$ cat config.mk
export PLATFORM = sky130hd
export DESIGN_NAME = bdr_readout_port
export DESIGN_NICKNAME = d
export VERILOG_FILES = /design/src/hw/bdr_readout_port.v /design/src/hw/bdr_pin_sync.v
export VERILOG_INCLUDE_DIRS = /design/src /design/src/shared
export SDC_FILE = /design/constraint.sdc
export NUM_CORES = 1
export LEC_CHECK = 0
export BUFFER_PORTS_ARGS = -buffer_cell sky130_fd_sc_hd__buf_2
export CAP_MARGIN = 20
export CELL_PAD_IN_SITES_DETAIL_PLACEMENT = 0
export CELL_PAD_IN_SITES_GLOBAL_PLACEMENT = 1
export CORE_ASPECT_RATIO = 0.5
export CORE_MARGIN = 3
export CORE_UTILIZATION = 46
export DETAILED_ROUTE_END_ITERATION = 8
export PLACE_DENSITY = 0.91
export SLEW_MARGIN = 20
export SYNTH_ARGS = -nofsm -noshare
export SYNTH_HDL_FRONTEND = slang
export SYNTH_SLANG_ARGS = --single-unit
export TNS_END_PERCENT = 100
$ cat constraint.sdc
create_clock -name clk_sys -period 7.4 [get_ports clk_sys]
set_input_delay 1.48 -clock clk_sys [delete_from_list [all_inputs] [get_ports clk_sys]]
set_output_delay 1.48 -clock clk_sys [all_outputs]
set_load 0.05 [all_outputs]
$ cat src/shared/bdr_consts.vh
`ifndef BDR_CONSTS_VH
`define BDR_CONSTS_VH

// clock and conversion timing, full-scale counts
`define BDR_CLK_KHZ         10000
`define BDR_CONV_MS_SMALL   200
`define BDR_CONV_MS_LARGE   400
`define BDR_FULL_SMALL      2000
`define BDR_FULL_LARGE      4000

// widths
`define BDR_BIN_W           12
`define BDR_BCD_W           16
`define BDR_DIGIT_W         4
`define BDR_ADDR_W          5
`define BDR_DATA_W          32
`define BDR_STEP_W          4

// register byte offsets
`define BDR_OFS_DIGIT1      5'h00
`define BDR_OFS_DIGIT2      5'h04
`define BDR_OFS_DIGIT3      5'h08
`define BDR_OFS_DIGIT4      5'h0c
`define BDR_OFS_STATUS      5'h10
`define BDR_OFS_CTRL        5'h14

// control fields
`define BDR_CTRL_START      0
`define BDR_CTRL_CONT       1

// status fields
`define BDR_STAT_DONE       0
`define BDR_STAT_SIGN       1
`define BDR_STAT_OVER       2
`define BDR_STAT_ARMED      3

// codes and reset values
`define BDR_OVER_DIGIT      4'he
`define BDR_ADD3_LIMIT      4'h5
`define BDR_ADD3            4'h3
`define BDR_SIGN_POS        1'b1

`endif

$ cat src/hw/bdr_readout_port.v
`timescale 1ns/100ps
`include "bdr_consts.vh"

module bdr_readout_port #(
    parameter FULL_COUNT  = `BDR_FULL_SMALL,
    parameter CONV_MS     = `BDR_CONV_MS_SMALL,
    parameter CNT_W       = 22,
    parameter CONV_CYCLES = CONV_MS * `BDR_CLK_KHZ
) (
    input  wire                     clk_sys,
    input  wire                     rst,
    // avalon-mm slave
    input  wire [`BDR_ADDR_W-1:0]   avs_address,
    input  wire                     avs_read,
    input  wire                     avs_write,
    input  wire [`BDR_DATA_W-1:0]   avs_writedata,
    input  wire [3:0]               avs_byteenable,
    output reg  [`BDR_DATA_W-1:0]   avs_readdata,
    output wire                     avs_waitrequest,
    // measurement core, same clock
    input  wire [`BDR_BIN_W-1:0]    core_count,
    input  wire                     core_negative,
    input  wire                     core_over,
    // host pins
    input  wire                     conversion_go,
    input  wire                     digit_select_latch_en,
    input  wire [1:0]               digit_addr,
    output reg  [`BDR_DIGIT_W-1:0]  digit_data,
    output reg                      sign_pos,
    output reg                      range_exceeded,
    output reg                      conversion_done
);
    localparam integer PERIOD_LAST_I   = CONV_CYCLES - 1;
    localparam integer STEPS_I         = `BDR_BIN_W;
    localparam [CNT_W-1:0] PERIOD_LAST = PERIOD_LAST_I[CNT_W-1:0];
    localparam [`BDR_BIN_W-1:0] FULL   = FULL_COUNT[`BDR_BIN_W-1:0];
    localparam [`BDR_STEP_W-1:0] STEPS = STEPS_I[`BDR_STEP_W-1:0];

    localparam [1:0] ST_IDLE = 2'b00;
    localparam [1:0] ST_CONV = 2'b01;
    localparam [1:0] ST_LOAD = 2'b10;

    // synchronised pins
    wire [3:0] pins_raw = {digit_addr, digit_select_latch_en, conversion_go};
    wire [3:0] pins;
    wire       go_lvl   = pins[0];
    wire       le_lvl   = pins[1];
    wire [1:0] addr_lvl = pins[3:2];

    bdr_pin_sync #(
        .W      (4)
    ) u_pin_sync (
        .clk_sys(clk_sys),
        .rst    (rst),
        .pin    (pins_raw),
        .level  (pins)
    );

    reg                     go_prev;
    reg                     le_prev;
    reg  [1:0]              addr_held;
    reg  [CNT_W-1:0]        period_cnt;
    reg                     armed;
    reg  [1:0]              state;
    reg  [`BDR_STEP_W-1:0]  step;
    reg  [`BDR_BIN_W-1:0]   bin_sh;
    reg  [`BDR_BCD_W-1:0]   bcd_sh;
    reg                     cap_neg;
    reg                     cap_over;
    reg  [`BDR_BCD_W-1:0]   bcd_out;
    reg                     ctrl_cont;
    reg                     sw_start;
    reg                     bus_ack;
    reg  [`BDR_BCD_W-1:0]   next_bcd;
    reg  [`BDR_DIGIT_W-1:0] next_digit;
    reg  [`BDR_DIGIT_W-1:0] nib;
    reg  [`BDR_DATA_W-1:0]  next_readdata;
    integer                 k;

    wire       period_end = (period_cnt == PERIOD_LAST);
    wire       go_rise    = go_lvl & ~go_prev;
    wire       go_held    = go_lvl | ctrl_cont;
    wire       start_req  = go_rise | sw_start;
    wire       le_rise    = le_lvl & ~le_prev;
    // capture cycle uses the incoming address so no stale digit shows
    wire [1:0] addr_eff   = le_lvl ? (le_rise ? addr_lvl : addr_held) : addr_lvl;
    wire       bus_req    = avs_read | avs_write;

    // one wait cycle, answer on the second edge
    assign avs_waitrequest = bus_req & ~bus_ack;

    // free-running measurement period
    always @(posedge clk_sys or posedge rst) begin
        if (rst) begin
            period_cnt <= {CNT_W{1'b0}};
        end else if (period_end) begin
            period_cnt <= {CNT_W{1'b0}};
        end else begin
            period_cnt <= period_cnt + 1'b1;
        end
    end

    // digit address: flow through when low, captured on rising enable
    always @(posedge clk_sys or posedge rst) begin
        if (rst) begin
            le_prev   <= 1'b0;
            addr_held <= 2'b00;
        end else begin
            le_prev <= le_lvl;
            if (le_rise) begin
                addr_held <= addr_lvl;
            end
        end
    end

    // double dabble step
    always @* begin
        next_bcd = bcd_sh;
        for (k = 0; k < 4; k = k + 1) begin
            nib = bcd_sh[k*4 +: 4];
            if (nib >= `BDR_ADD3_LIMIT) begin
                nib = nib + `BDR_ADD3;
            end
            next_bcd[k*4 +: 4] = nib;
        end
        next_bcd = {next_bcd[`BDR_BCD_W-2:0], bin_sh[`BDR_BIN_W-1]};
    end

    // start, capture, convert and transfer
    always @(posedge clk_sys or posedge rst) begin
        if (rst) begin
            go_prev         <= 1'b0;
            armed           <= 1'b0;
            state           <= ST_IDLE;
            step            <= {`BDR_STEP_W{1'b0}};
            bin_sh          <= {`BDR_BIN_W{1'b0}};
            bcd_sh          <= {`BDR_BCD_W{1'b0}};
            cap_neg         <= 1'b0;
            cap_over        <= 1'b0;
            bcd_out         <= {`BDR_BCD_W{1'b0}};
            sign_pos        <= `BDR_SIGN_POS;
            range_exceeded  <= 1'b0;
            conversion_done <= 1'b0;
        end else begin
            go_prev <= go_lvl;
            case (state)
                ST_IDLE: begin
                    if (period_end && (armed || go_held)) begin
                        bin_sh   <= core_count;
                        bcd_sh   <= {`BDR_BCD_W{1'b0}};
                        cap_neg  <= core_negative;
                        cap_over <= core_over | (core_count >= FULL);
                        step     <= {`BDR_STEP_W{1'b0}};
                        state    <= ST_CONV;
                    end
                end
                ST_CONV: begin
                    bcd_sh <= next_bcd;
                    bin_sh <= {bin_sh[`BDR_BIN_W-2:0], 1'b0};
                    step   <= step + 1'b1;
                    if (step == STEPS - 1'b1) begin
                        state <= ST_LOAD;
                    end
                end
                ST_LOAD: begin
                    if (cap_over) begin
                        bcd_out <= {4{`BDR_OVER_DIGIT}};
                    end else begin
                        bcd_out <= bcd_sh;
                    end
                    range_exceeded  <= cap_over;
                    sign_pos        <= ~cap_neg;
                    conversion_done <= 1'b1;
                    state           <= ST_IDLE;
                end
                default: begin
                    state <= ST_IDLE;
                end
            endcase
            // a start in the loading cycle still wins and re-arms
            if (start_req) begin
                armed           <= 1'b1;
                conversion_done <= 1'b0;
            end else if (state == ST_LOAD) begin
                armed <= 1'b0;
            end
        end
    end

    // digit port mux
    always @* begin
        case (addr_eff)
            2'd0:    next_digit = bcd_out[3:0];
            2'd1:    next_digit = bcd_out[7:4];
            2'd2:    next_digit = bcd_out[11:8];
            2'd3:    next_digit = bcd_out[15:12];
            default: next_digit = bcd_out[3:0];
        endcase
    end

    always @(posedge clk_sys or posedge rst) begin
        if (rst) begin
            digit_data <= {`BDR_DIGIT_W{1'b0}};
        end else begin
            digit_data <= next_digit;
        end
    end

    // register read data
    always @* begin
        next_readdata = {`BDR_DATA_W{1'b0}};
        case (avs_address)
            `BDR_OFS_DIGIT1: next_readdata[3:0] = bcd_out[3:0];
            `BDR_OFS_DIGIT2: next_readdata[3:0] = bcd_out[7:4];
            `BDR_OFS_DIGIT3: next_readdata[3:0] = bcd_out[11:8];
            `BDR_OFS_DIGIT4: begin
                next_readdata[3:0]             = bcd_out[15:12];
                next_readdata[7:4]             = {1'b0, range_exceeded, sign_pos, 1'b0};
            end
            `BDR_OFS_STATUS: begin
                next_readdata[`BDR_STAT_DONE]  = conversion_done;
                next_readdata[`BDR_STAT_SIGN]  = sign_pos;
                next_readdata[`BDR_STAT_OVER]  = range_exceeded;
                next_readdata[`BDR_STAT_ARMED] = armed;
            end
            `BDR_OFS_CTRL: next_readdata[`BDR_CTRL_CONT] = ctrl_cont;
            default: next_readdata = {`BDR_DATA_W{1'b0}};
        endcase
    end

    // avalon slave
    always @(posedge clk_sys or posedge rst) begin
        if (rst) begin
            bus_ack      <= 1'b0;
            avs_readdata <= {`BDR_DATA_W{1'b0}};
            ctrl_cont    <= 1'b0;
            sw_start     <= 1'b0;
        end else begin
            sw_start <= 1'b0;
            bus_ack  <= bus_req & ~bus_ack;
            if (bus_req && !bus_ack) begin
                avs_readdata <= avs_read ? next_readdata : {`BDR_DATA_W{1'b0}};
            end
            if (avs_write && bus_ack && avs_byteenable[0] &&
                avs_address == `BDR_OFS_CTRL) begin
                ctrl_cont <= avs_writedata[`BDR_CTRL_CONT];
                sw_start  <= avs_writedata[`BDR_CTRL_START];
            end
        end
    end
endmodule

$ cat src/hw/bdr_pin_sync.v
`timescale 1ns/100ps
// three-stage pin synchroniser; output moves only when stages two and three agree
module bdr_pin_sync #(
    parameter W = 1
) (
    input  wire         clk_sys,
    input  wire         rst,
    input  wire [W-1:0] pin,
    output reg  [W-1:0] level
);
    reg [W-1:0] stage1;
    reg [W-1:0] stage2;
    reg [W-1:0] stage3;
    integer     i;

    always @(posedge clk_sys or posedge rst) begin
        if (rst) begin
            stage1 <= {W{1'b0}};
            stage2 <= {W{1'b0}};
            stage3 <= {W{1'b0}};
            level  <= {W{1'b0}};
        end else begin
            stage1 <= pin;
            stage2 <= stage1;
            stage3 <= stage2;
            for (i = 0; i < W; i = i + 1) begin
                if (stage2[i] == stage3[i]) begin
                    level[i] <= stage3[i];
                end
            end
        end
    end
endmodule

# --- Word level (Yosys, flattened, before mapping) ---
# Index checks and enable logic that the tools add are counted.
totals:
  register_bits: 137
  latchBits: 0
  ram_bits: 0
  rom_bits: 0
  inputBits: 63
  n_memories: 0
classes:
  n_addsub: 6
  n_mul: 0
  n_div: 0
  n_lt_le_gt_ge: 5
  eq_ne: 18
  n_shift: 0
  mux: 28
  bitwise_logic: 11
  n_reduce_logical: 15
ops:
  columns: ["op", "n"]
  rows:
  - ["2-to-1 mux 16 bit", 2]
  - ["one-hot mux 16 bit (2 select lines)", 1]
  - ["one-hot mux 12 bit (2 select lines)", 1]
  - ["adder 22 x 1 -> 22 bit (second input constant)", 1]
  - ["equality test 22 x 21 -> 1 bit (second input constant)", 1]
  - ["2-to-1 mux 22 bit", 1]
  - ["greater-or-equal comparator 4 x 3 -> 1 bit (second input constant)", 4]
  - ["2-to-1 mux 4 bit", 4]
  - ["one-hot mux 4 bit (4 select lines)", 1]
  - ["adder 4 x 2 -> 4 bit (second input constant)", 3]
  - ["greater-or-equal comparator 12 x 11 -> 1 bit (second input constant)", 1]
  - ["2-to-1 mux 12 bit", 1]
  - ["equality test 5 x 4 -> 1 bit (second input constant)", 2]
  - ["equality test 5 bit (second input constant)", 2]
  - ["one-hot mux 2 bit (5 select lines)", 1]
  - ["2-to-1 mux 2 bit", 4]
  - ["2-to-1 mux 8 bit", 1]
  - ["one-hot mux 4 bit (2 select lines)", 1]
  - ["equality test 2 bit (second input constant)", 3]
  - ["2-to-1 mux 3 bit", 2]
  - ["one-hot mux 1 bit (6 select lines)", 1]
  - ["AND reduction 2 bit", 3]
  - ["equality test 5 x 3 -> 1 bit (second input constant)", 1]
  - ["logical AND 1 bit", 5]
  - ["17 further kinds", 36]

# --- Depth between registers and ports, before layout ---
# Gate-level depths: netlist of the first run.
logic_depth:
  ltp_word: 6
  mapped_depth: 7
  mapped_depth_nobuf: 6

# --- Hierarchy ---
# From an unflattened synthesis of the first run, not the netlist that was laid out.
unflattened:
  cells_unflattened: 517
  hier_area_um2: 5330.1
by_module_without_submodules:
  columns: ["module", "instances", "cells_each", "area_each_um2", "seq_area_each_um2"]
  rows:
  - ["bdr_readout_port", 1, 496, 4880.9, 2378.5]
  - ["bdr_pin_sync", 1, 21, 449.2, 400.4]

# --- Worst setup path before layout of the first run ---
# Ideal clock, no wire load.
synth_timing:
  path_kind: "input-to-output"
  from: "in avs_read"
  to: "out avs_waitrequest"
  arrival_ns: 2.107
  required_time_ns: 5.920
  setup_slack_ns: 3.813
  path_stages: 2
  n_path_buf: 0
  cell_sequence: "o21bai_1 inv_1"
synth_between:
  elab_chain_len: 2
synth_rtl:
  columns: ["item", "line", "rtl"]
  rows:
  - ["start, declared", "bdr_readout_port.v:14", "input wire avs_read,"]
  - ["bitwise OR 1 bit", "bdr_readout_port.v:87", "wire bus_req = avs_read | avs_write;"]
  - ["bitwise AND 1 bit", "bdr_readout_port.v:90", "assign avs_waitrequest = bus_req & ~bus_ack;"]
  - ["end, declared", "bdr_readout_port.v:19", "output wire avs_waitrequest,"]
# No other way between the ends.

# --- Worst setup path in the final report of the first run ---
# Same ends and word-level chain as after synthesis.

==> impl_metrics.env, run 1 <==
export IMPL_cap_violations=0
export IMPL_grt_max_degree=76
export IMPL_crit_start="avs_read"
export IMPL_fill_cells=972
export IMPL_num_rows=27
export IMPL_worstRegToRegCells=5
export IMPL_synthToLayoutAreaGrowth_pct=9.92
export IMPL_grt_usage=0.163
export IMPL_die_h_um=81.9
export IMPL_rsz0062_at_grt="false"
export IMPL_critical_path_class="in -> out"
export IMPL_first_global_vias=3355
export IMPL_diodes=0
export IMPL_boundaryPins=103
export IMPL_setup_slack_ps=3570
export IMPL_p_per_area_mw_per_mm2=202
export IMPL_ys_types=55
export IMPL_post_route_util=0.524
export IMPL_hold_start="u_pin_sync.stage1[2]"
export IMPL_ctsResizeCount=0
export IMPL_multi_input_area_sq_mm=0.00225
export IMPL_timing_rr_start="period_cnt[0]"
export IMPL_cts_hold_buffers_added=0
export IMPL_seq_area_sq_mm=0.00278
export IMPL_cts_tree="yes"
export IMPL_stdcell_count=683
export IMPL_fmax_mhz=261
export IMPL_die_w_um=158
export IMPL_gp_congestion=0.787
export IMPL_htreeDepth=3
export IMPL_slew_headroom=0.384
export IMPL_synth_seq_cells=111
export IMPL_irDropWorstVdd_uv=104
export IMPL_min_period_ps=3830
export IMPL_leakage_nw=2.54
export IMPL_grt_pass1_wl_um=16700
export IMPL_hold_viol=0
export IMPL_cts_root_buf="clkbuf_16"
export IMPL_final_net_count=606
export IMPL_setup_viol=0
export IMPL_dpl_cell_area_sq_mm=0.00552
export IMPL_overflow=0
export IMPL_synth_edff_count=0
export IMPL_dp_cells=667
export IMPL_core_sq_mm=0.0111
export IMPL_pre_cts_slack_ps=3560
export IMPL_place_hpwl_um=6960
export IMPL_hold_depth=0
export IMPL_drtIter0Drc=261
export IMPL_yosys_area_top_type="dfrtp_1"
export IMPL_die_area_sq_mm=0.0129
export IMPL_endpoint_kind="output port"
export IMPL_drive_above_1_share=0.165
export IMPL_fin_crit_sh=0.517
export IMPL_cp_arrival_ps=2350
export IMPL_postRouteAntennaNets=0
export IMPL_portBuffers=43
export IMPL_wl_um=9970
export IMPL_path_clk_slew_ps=80
export IMPL_skew_ps=10.8
export IMPL_cts_path_max_buffers=2
export IMPL_startpoint_type="primary input"
export IMPL_outcome="complete, no violations"
export IMPL_synth_top_area_share=0.519
export IMPL_cp_max_fo=7
export IMPL_routedWlPerCell_um=14.6
export IMPL_totalPowerFinal_mw=1.18
export IMPL_vias=3641
export IMPL_vias_per_cell=5.33
export IMPL_drc_errors=0
export IMPL_drt_first_pass_iters=4
export IMPL_cts_inserted_buffers=9
export IMPL_synthArstFlopShare=1.00
export IMPL_slew_viol_final=0
export IMPL_fin_setup_tns_ps=0
export IMPL_syn_area_per_cell_sq_um=10.6
export IMPL_cts_setup_buffers=0
export IMPL_antenna_found_initial=0
export IMPL_fin_area_sq_mm=0.00582
export IMPL_netlist_area_sq_mm=0.00530
export IMPL_synth_main_ff_cell="dfrtp_1"
export IMPL_yosys_warnings=0
export IMPL_synth_area_top_cells="dfrtp_1 52%, o21ai_0 3.9%, buf_4 3.7%, mux4_2 3.4%, nand2_1 3.3%"
export IMPL_cts_sinks=111
export IMPL_start_util=0.477
export IMPL_tightest_slew_ps=924
export IMPL_clk_latency_ps=350
export IMPL_netlist_instances=501
export IMPL_seq_area_frac_synth=0.524
export IMPL_worstPathRequired_ps=5920
export IMPL_hold_path_class="reg -> reg"
export IMPL_whs_ps=338
routing by layer:
| layer | up-vias | part of all wire | GRT usage |
|---|---|---|---|
| li1 | 1788 | - | - |
| met1 | 1756 | 0.49 | 0.227 |
| met2 | 92 | 0.45 | 0.258 |
| met3 | 5 | 0.051 | 0.0400 |
| met4 | 0 | 0.0068 | 0.0424 |
| met5 | - | 0 | 0 |
logic make-up (layout without fill, tap and decap cells):
family,count (synthesis),in the layout,share of synthesized area
buffers and inverters,68,80,0.0692
xor gates and xnor gates,20,20,0.0331
other,1,26,0.000708
muxes,25,25,0.0680
adders and majority gates,14,14,0.0312
and+or+nand+nor,164,164,0.161
AOI/OAI and AO/OA,98,98,0.112
DFF,111,111,0.524
report_power, final:
part	internal [mW]	switching [mW]
combinational	0.0183	0.0581
sequential	0.617	0.00599
clock	0.246	0.231
final cells by class:
class | instances | share of cell area
Sequential cell | 111 | 0.477
Multi-Input combinational cell | 347 | 0.387
Clock buffer | 10 | 0.0410
Timing Repair Buffer | 46 | 0.0408
Tap cell | 145 | 0.0311
Inverter | 18 | 0.0120
Clock inverter | 6 | 0.0107
worst max-delay path, cell delays in order:
cell and delay [ps]:
buf_2 110, o21bai_1 420, inv_1 110, buf_2 230
cell usage after synthesis (4+ instances only):
cell type	instances
nand4_1	16
o2bb2ai_1	4
a21oi_1	7
nand2b_1	7
xnor2_1	14
nand3_1	17
nor2b_1	5
ha_1	10
mux4_2	8
o22ai_1	6
inv_1	18
mux2i_1	9
dfrtp_1	110
o21ai_0	41
nor2_1	40
maj3_1	4
a31oi_1	19
buf_4	26
mux2_2	6
nand2_1	46
o31ai_1	8
clkbuf_1	17
buf_2	4
xor2_1	6
nor4_1	6
cell usage in the layout, fill, tap and decap left out, types with 4 or more instances in the layout:
master	Yosys	final
a21oi_1	7	7
a31oi_1	19	19
buf_2	4	43
clkbuf_16	0	9
conb_1	1	26
dfrtp_1	110	110
ha_1	10	10
inv_1	18	17
maj3_1	4	4
mux2_2	6	6
mux2i_1	9	9
mux4_2	8	8
nand2_1	46	46
nand2b_1	7	7
nand3_1	17	17
nand4_1	16	16
nor2_1	40	40
nor2b_1	5	4
nor4_1	6	6
o21ai_0	41	41
o22ai_1	6	6
o2bb2ai_1	4	4
o31ai_1	8	8
xnor2_1	14	14
xor2_1	6	6
state kept, by name, summed over array words and instances, names as in the netlist, 2 cells and up:
signal	flops
u_pin_sync.level	4
bcd_out	16
u_pin_sync.stage3	4
u_pin_sync.stage1	4
avs_readdata	6
digit_data	4
u_pin_sync.stage2	4
state	2
step	4
bcd_sh	16
period_cnt	22
bin_sh	12
addr_held	2
worst paths after layout:
kind                                              to  slack (ps)
worst max register to register               cap_neg        4930
worst max-delay path                 avs_waitrequest        3570
max in group asynchronous                    step[0]        4980
min in group asynchronous       u_pin_sync.stage2[2]        1140
worst min register to register  u_pin_sync.stage2[2]         340
worst min-delay path            u_pin_sync.stage2[2]         340
(Power assumes the default switching activity.)
==> run 2: changes to the inputs <==
--- a/config.mk
+++ b/config.mk
@@ -6,15 +6,16 @@
 export SDC_FILE = /design/constraint.sdc
 export NUM_CORES = 1
 export LEC_CHECK = 0
+export ABC_AREA = 1
 export BUFFER_PORTS_ARGS = -buffer_cell sky130_fd_sc_hd__buf_2
 export CAP_MARGIN = 20
 export CELL_PAD_IN_SITES_DETAIL_PLACEMENT = 0
 export CELL_PAD_IN_SITES_GLOBAL_PLACEMENT = 1
 export CORE_ASPECT_RATIO = 0.5
 export CORE_MARGIN = 3
-export CORE_UTILIZATION = 46
+export CORE_UTILIZATION = 37
 export DETAILED_ROUTE_END_ITERATION = 8
-export PLACE_DENSITY = 0.91
+export PLACE_DENSITY = 0.82
 export SLEW_MARGIN = 20
 export SYNTH_ARGS = -nofsm -noshare
 export SYNTH_HDL_FRONTEND = slang
==> constraint.sdc (replaced) <==
create_clock -name clk_sys -period 3.37 [get_ports clk_sys]
set_input_delay 0.674 -clock clk_sys [delete_from_list [all_inputs] [get_ports clk_sys]]
set_output_delay 0.674 -clock clk_sys [all_outputs]
set_load 0.05 [all_outputs]
==> impl_metrics.env, run 2 <==
export IMPL_overflow=0
export IMPL_final_net_count=815
export IMPL_path_clk_slew_ps=70
export IMPL_yosys_warnings=0
export IMPL_drtIter0Drc=343
export IMPL_min_period_ps=2210
export IMPL_top_regs="period_cnt x22, bcd_out x16, bcd_sh x16"
export IMPL_die_area_sq_mm=0.0169
export IMPL_crit_slowest_cell="o21ai_1"
export IMPL_pre_cts_slack_ps=1120
export IMPL_cts_path_max_buffers=2
export IMPL_num_rows=31
export IMPL_whs_ps=344
export IMPL_first_global_vias=4237
export IMPL_rsz0062_at_grt="false"
export IMPL_netlist_instances=700
export IMPL_drive_above_1_share=0.110
export IMPL_critPathTopFamily="buffers and inverters"
export IMPL_ctsResizeCount=0
export IMPL_timing_critical_path_buf_inv=3
export IMPL_synthArstFlopShare=1.00
export IMPL_cp_arrival_ps=1540
export IMPL_synthTopCellsByCount="178 x nand2_1, 110 x dfrtp_1, 82 x inv_1, 70 x nor2_1, 68 x nand3_1"
export IMPL_vias_per_cell=4.75
export IMPL_die_w_um=181
export IMPL_worstRegToRegCells=7
export IMPL_cts_sinks=111
export IMPL_fin_area_sq_mm=0.00630
export IMPL_htreeDepth=3
export IMPL_clk_latency_ps=350
export IMPL_cap_violations=0
export IMPL_wl_um=11600
export IMPL_antenna_found_initial=0
export IMPL_cp_max_fo=8
export IMPL_syn_area_per_cell_sq_um=8.09
export IMPL_yosys_area_top_type="dfrtp_1"
export IMPL_setup_viol=0
export IMPL_p_per_area_mw_per_mm2=424
export IMPL_synthToLayoutAreaGrowth_pct=11.3
export IMPL_critical_path_class="in -> out"
export IMPL_seq_area_frac_synth=0.491
export IMPL_grt_usage=0.141
export IMPL_synth_top_area_share=0.486
export IMPL_drt_first_pass_iters=5
export IMPL_die_h_um=93.5
export IMPL_cts_tree="yes"
export IMPL_grt_max_degree=112
export IMPL_slew_viol_final=0
export IMPL_skew_ps=9.93
export IMPL_worstPathRequired_ps=2700
export IMPL_fin_setup_tns_ps=0
export IMPL_hold_viol=0
export IMPL_final_common_cell="nand2_1"
export IMPL_dp_cells=929
export IMPL_boundaryPins=103
export IMPL_start_util=0.385
export IMPL_place_hpwl_um=8330
export IMPL_slew_headroom=0.473
export IMPL_setup_slack_ps=1160
export IMPL_largest_register="period_cnt"
export IMPL_core_sq_mm=0.0147
export IMPL_synth_edff_count=0
export IMPL_totalPowerFinal_mw=2.67
export IMPL_gp_congestion=0.896
export IMPL_cts_setup_buffers=0
export IMPL_fmax_mhz=452
export IMPL_worstSetupPathDepth=4
export IMPL_cts_inserted_buffers=9
export IMPL_grt_pass1_wl_um=19700
export IMPL_hold_path_class="reg -> reg"
export IMPL_post_route_util=0.429
export IMPL_dpl_cell_area_sq_mm=0.00598
export IMPL_irDropWorstVdd_uv=206
export IMPL_cts_root_buf="clkbuf_16"
export IMPL_tightest_slew_ps=787
export IMPL_synth_main_ff_cell="dfrtp_1"
export IMPL_stdcell_count=945
export IMPL_diodes=0
export IMPL_portBuffers=43
export IMPL_postRouteAntennaNets=0
export IMPL_drc_errors=0
export IMPL_fin_crit_sh=0.656
export IMPL_largest_register_ff_count=22
export IMPL_crit_chain="buf_2 > o21ai_1 > inv_1 > buf_2"
export IMPL_slowest_delay_ps=410
export IMPL_outcome="complete, no violations"
export IMPL_netlist_area_sq_mm=0.00566
export IMPL_cts_hold_buffers_added=0
export IMPL_final_cell_mix="178 x nand2_1, 110 x dfrtp_1, 81 x inv_1"
export IMPL_path_common_cell="buf_2"
export IMPL_ys_types=37
export IMPL_endpoint_kind="output port"
export IMPL_routedWlPerCell_um=12.3
export IMPL_leakage_nw=3.22
export IMPL_synth_seq_cells=111
export IMPL_vias=4485
export IMPL_synth_area_top_cells="dfrtp_1 49%, nand2_1 12%, nand3_1 6.0%, inv_1 5.4%, nor2_1 4.6%"
export IMPL_startpoint_type="primary input"
export IMPL_yosysMostFrequentCell="nand2_1"
export IMPL_hold_depth=0
[run 2: cell count changes after synthesis, sizes merged, moves of 14 or more]
cell / before / now
xnor2: 14 / 0
nor2: 41 / 71
nand3: 17 / 69
a31oi: 19 / 0
a21oi: 8 / 24
nand2: 46 / 181
inv: 18 / 85
[run 2: area by class of cell]
class,count,area (sq um)
fill,1519,8400
sequential,111,2780
multi-input combinational,486,2360
inverter,85,323
timing repair buffer,49,273
clock buffer,12,267
tap,198,248
clock inverter,4,52.6
[run 2: kinds of logic after synthesis]
| group | synth area share |
|---|---|
| compound gates | 0.0696 |
| xor+xnor | 0.0201 |
| flops | 0.491 |
| buf+inv | 0.109 |
| simple gates | 0.281 |
| other cells | 0.000662 |
| fa+ha+maj | 0.0292 |
[run 2: path summary, 6_finish.rpt]
check,startpoint,endpoint,slack [ps]
setup reg to reg,period_cnt[0],bin_sh[8],1230
hold reg to reg,u_pin_sync.stage1[2],u_pin_sync.stage2[2],340
hold / removal,u_pin_sync.stage1[2],u_pin_sync.stage2[2],340
min in group asynchronous,rst,period_cnt[14],460
setup / recovery,avs_read,avs_waitrequest,1160
max in group asynchronous,rst,avs_readdata[5],2440
[run 2: routing by layer]
metal	wire length (um)	track usage
met5	0	0
met4	86	0.0500
met3	417	0.0276
met2	5400	0.231
met1	5740	0.189
[run 2: power breakdown]
group | leakage (nW) | switching (mW) | internal (mW)
combinational | 1.65 | 0.159 | 0.0392
sequential | 1.41 | 0.0140 | 1.35
clock | 0.159 | 0.469 | 0.639
total | 3.22 | 0.642 | 2.03
==> run 3: changes to the inputs <==
--- a/config.mk
+++ b/config.mk
@@ -6,14 +6,14 @@
 export SDC_FILE = /design/constraint.sdc
 export NUM_CORES = 1
 export LEC_CHECK = 0
-export ABC_AREA = 1
+export ABC_AREA = 0
 export BUFFER_PORTS_ARGS = -buffer_cell sky130_fd_sc_hd__buf_2
 export CAP_MARGIN = 20
 export CELL_PAD_IN_SITES_DETAIL_PLACEMENT = 0
 export CELL_PAD_IN_SITES_GLOBAL_PLACEMENT = 1
 export CORE_ASPECT_RATIO = 0.5
 export CORE_MARGIN = 3
-export CORE_UTILIZATION = 37
+export CORE_UTILIZATION = 39
 export DETAILED_ROUTE_END_ITERATION = 8
 export PLACE_DENSITY = 0.82
 export SLEW_MARGIN = 20
==> constraint.sdc (replaced) <==
create_clock -name clk_sys -period 1.9 [get_ports clk_sys]
set_input_delay 0.38 -clock clk_sys [delete_from_list [all_inputs] [get_ports clk_sys]]
set_output_delay 0.38 -clock clk_sys [all_outputs]
set_load 0.05 [all_outputs]
==> impl_metrics.env, run 3 (synthesis results as in run 1) <==
export IMPL_top_layer="met4"
export IMPL_hold_path_class="in -> async"
export IMPL_p_sw_frac=0.246
export IMPL_boundaryPins=103
export IMPL_rsz0062_at_grt="false"
export IMPL_path_clk_slew_ps=80
export IMPL_largest_register_ff_count=22
export IMPL_critical_path_class="reg -> reg"
export IMPL_grt_max_degree=36
export IMPL_leakage_nw=2.69
export IMPL_fin_area_sq_mm=0.00613
export IMPL_grt_pass1_wl_um=18000
export IMPL_reg2reg_slack_ps=140
export IMPL_min_period_ps=1760
export IMPL_wl_met2_um=4740
export IMPL_dpl_cell_area_sq_mm=0.00580
export IMPL_p_seq_frac=0.518
export IMPL_first_global_vias=3607
export IMPL_num_rows=29
export IMPL_worstRegToRegCells=5
export IMPL_wl_um=10800
export IMPL_vias=3822
export IMPL_place_hpwl_um=7710
export IMPL_start_util=0.409
export IMPL_fin_crit_sh=0.927
export IMPL_portBuffers=43
export IMPL_cts_tree="yes"
export IMPL_setup_viol=0
export IMPL_slew_viol_final=0
export IMPL_multi_input_area_sq_mm=0.00227
export IMPL_p_per_area_mw_per_mm2=764
export IMPL_grt_usage=0.148
export IMPL_synthToLayoutAreaGrowth_pct=15.7
export IMPL_endpoint_kind="flop"
export IMPL_post_route_util=0.473
export IMPL_die_w_um=171
export IMPL_r2r_end="period_cnt[19]"
export IMPL_final_cell_mix="110 x dfrtp_1, 46 x nand2_1, 43 x buf_2"
export IMPL_drc_errors=0
export IMPL_timing_rr_start="period_cnt[13]"
export IMPL_drive_above_1_share=0.208
export IMPL_drt_first_pass_iters=4
export IMPL_htreeDepth=3
export IMPL_postRouteAntennaNets=0
export IMPL_hold_viol=0
export IMPL_pre_cts_slack_ps=-31.7
export IMPL_cp_arrival_ps=2000
export IMPL_vias_per_cell=5.19
export IMPL_cap_violations=0
export IMPL_worstPathRequired_ps=2140
export IMPL_top_regs="period_cnt x22, bcd_out x16, bcd_sh x16"
export IMPL_clk_latency_ps=350
export IMPL_die_area_sq_mm=0.0151
export IMPL_diodes=0
export IMPL_overflow=0
export IMPL_fill_cells=1185
export IMPL_startpoint_type="flop"
export IMPL_fin_setup_tns_ps=0
export IMPL_netSwitchingPower_mw=1.15
export IMPL_routedWlPerCell_um=14.6
export IMPL_die_h_um=88.4
export IMPL_crit_chain="nor4b_2 > nand4_2 > buf_4 > o32a_1 > a21o_1"
export IMPL_routedLengthMet1_um=5340
export IMPL_skew_ps=8.42
export IMPL_internal_power_mw=3.53
export IMPL_cts_path_max_buffers=2
export IMPL_fmax_mhz=568
export IMPL_outcome="complete, no violations"
export IMPL_final_common_cell="dfrtp_1"
export IMPL_final_net_count=635
export IMPL_core_sq_mm=0.0130
export IMPL_gp_congestion=0.786
export IMPL_cts_inserted_buffers=9
export IMPL_tightest_slew_ps=616
export IMPL_slowest_delay_ps=420
export IMPL_antenna_found_initial=0
export IMPL_crit_slowest_cell="nor4b_2"
export IMPL_cp_max_fo=15
export IMPL_slew_headroom=0.588
export IMPL_irDropWorstVdd_uv=422
export IMPL_route_met3_wl_um=575
export IMPL_drtIter0Drc=294
export IMPL_largest_register="period_cnt"
export IMPL_setup_slack_ps=140
export IMPL_combinationalPowerShare=0.068
export IMPL_seq_area_sq_mm=0.00278
export IMPL_cts_sinks=111
export IMPL_power_share_clock=0.414
export IMPL_cts_root_buf="clkbuf_16"
## run 3: changes by cell type in the layout (fill, tap and decap cells not counted), sizes merged, moves of 19 or more
| cell | previous run | this run |
|---|---|---|
| inv | 84 | 19 |
| nand2 | 181 | 46 |
| nand3 | 69 | 17 |
| a31oi | 0 | 19 |
| nor2 | 71 | 41 |
| buf | 49 | 75 |
## run 3: repair_timing
action,in CTS,in global routing
hold buffers,0,0
endpoints found under the setup margin,6,20
pin swaps,0,1
resized for setup,1,3
gates cloned,0,0
setup buffers,0,1
## run 3: how the worst max path moves through the flow
stage,depth (start not counted),start,end,slack [ps]
after floorplan,1,rst,addr_held[0],180
after global routing,6,period_cnt[13],period_cnt[7],10
after detailed placement,5,period_cnt[1],period_cnt[14],-30
final,5,period_cnt[13],period_cnt[19],140
after global placement,5,period_cnt[1],period_cnt[12],40
after CTS,6,period_cnt[16],period_cnt[7],70
## run 3: worst max-delay path: cells and delay by family, from the launching register on
kind | cells | cell delay (ps)
AND/OR/NAND/NOR | 2 | 650
flip-flops | 1 | 400
AO/OA/AOI/OAI | 2 | 340
buffers and inverters | 1 | 250
## run 3: power by group through the flow
stage,Sequential (mW),Combinational (mW),Clock [mW]
after detailed placement,2.47,0.325,0
after global routing,2.43,0.347,2.08
after CTS,2.43,0.325,1.97
after floorplan,2.47,0.279,0
after global placement,2.47,0.321,0
final,2.43,0.320,1.94
## run 3: layout make-up
type                       instances  share of cell area
tap                              170              0.0347
inverter                          18              0.0116
timing repair buffer              75              0.0804
clock buffer                       9              0.0367
sequential                       111               0.453
clock inverter                     7              0.0133
multi-input combinational        347               0.370
## run 3: routing by layer
metal | track usage | up-vias
li1 | - | 1860
met4 | 0.0328 | 0
met2 | 0.242 | 101
met5 | 0 | -
met3 | 0.0357 | 9
met1 | 0.205 | 1852
## run 3: per-stage QoR
| stage | total power [mW] | instances | hold WS [ps] |
|---|---|---|---|
| 3_3_place_gp | 2.79 | 720 | 333 |
| 5_1_grt | 4.86 | 737 | 119 |
| 3_5_place_dp | 2.80 | 720 | 335 |
| 6_report | 4.69 | 737 | 101 |
| 4_1_cts | 4.73 | 736 | 118 |
| 2_1_floorplan | 2.75 | 526 | 331 |
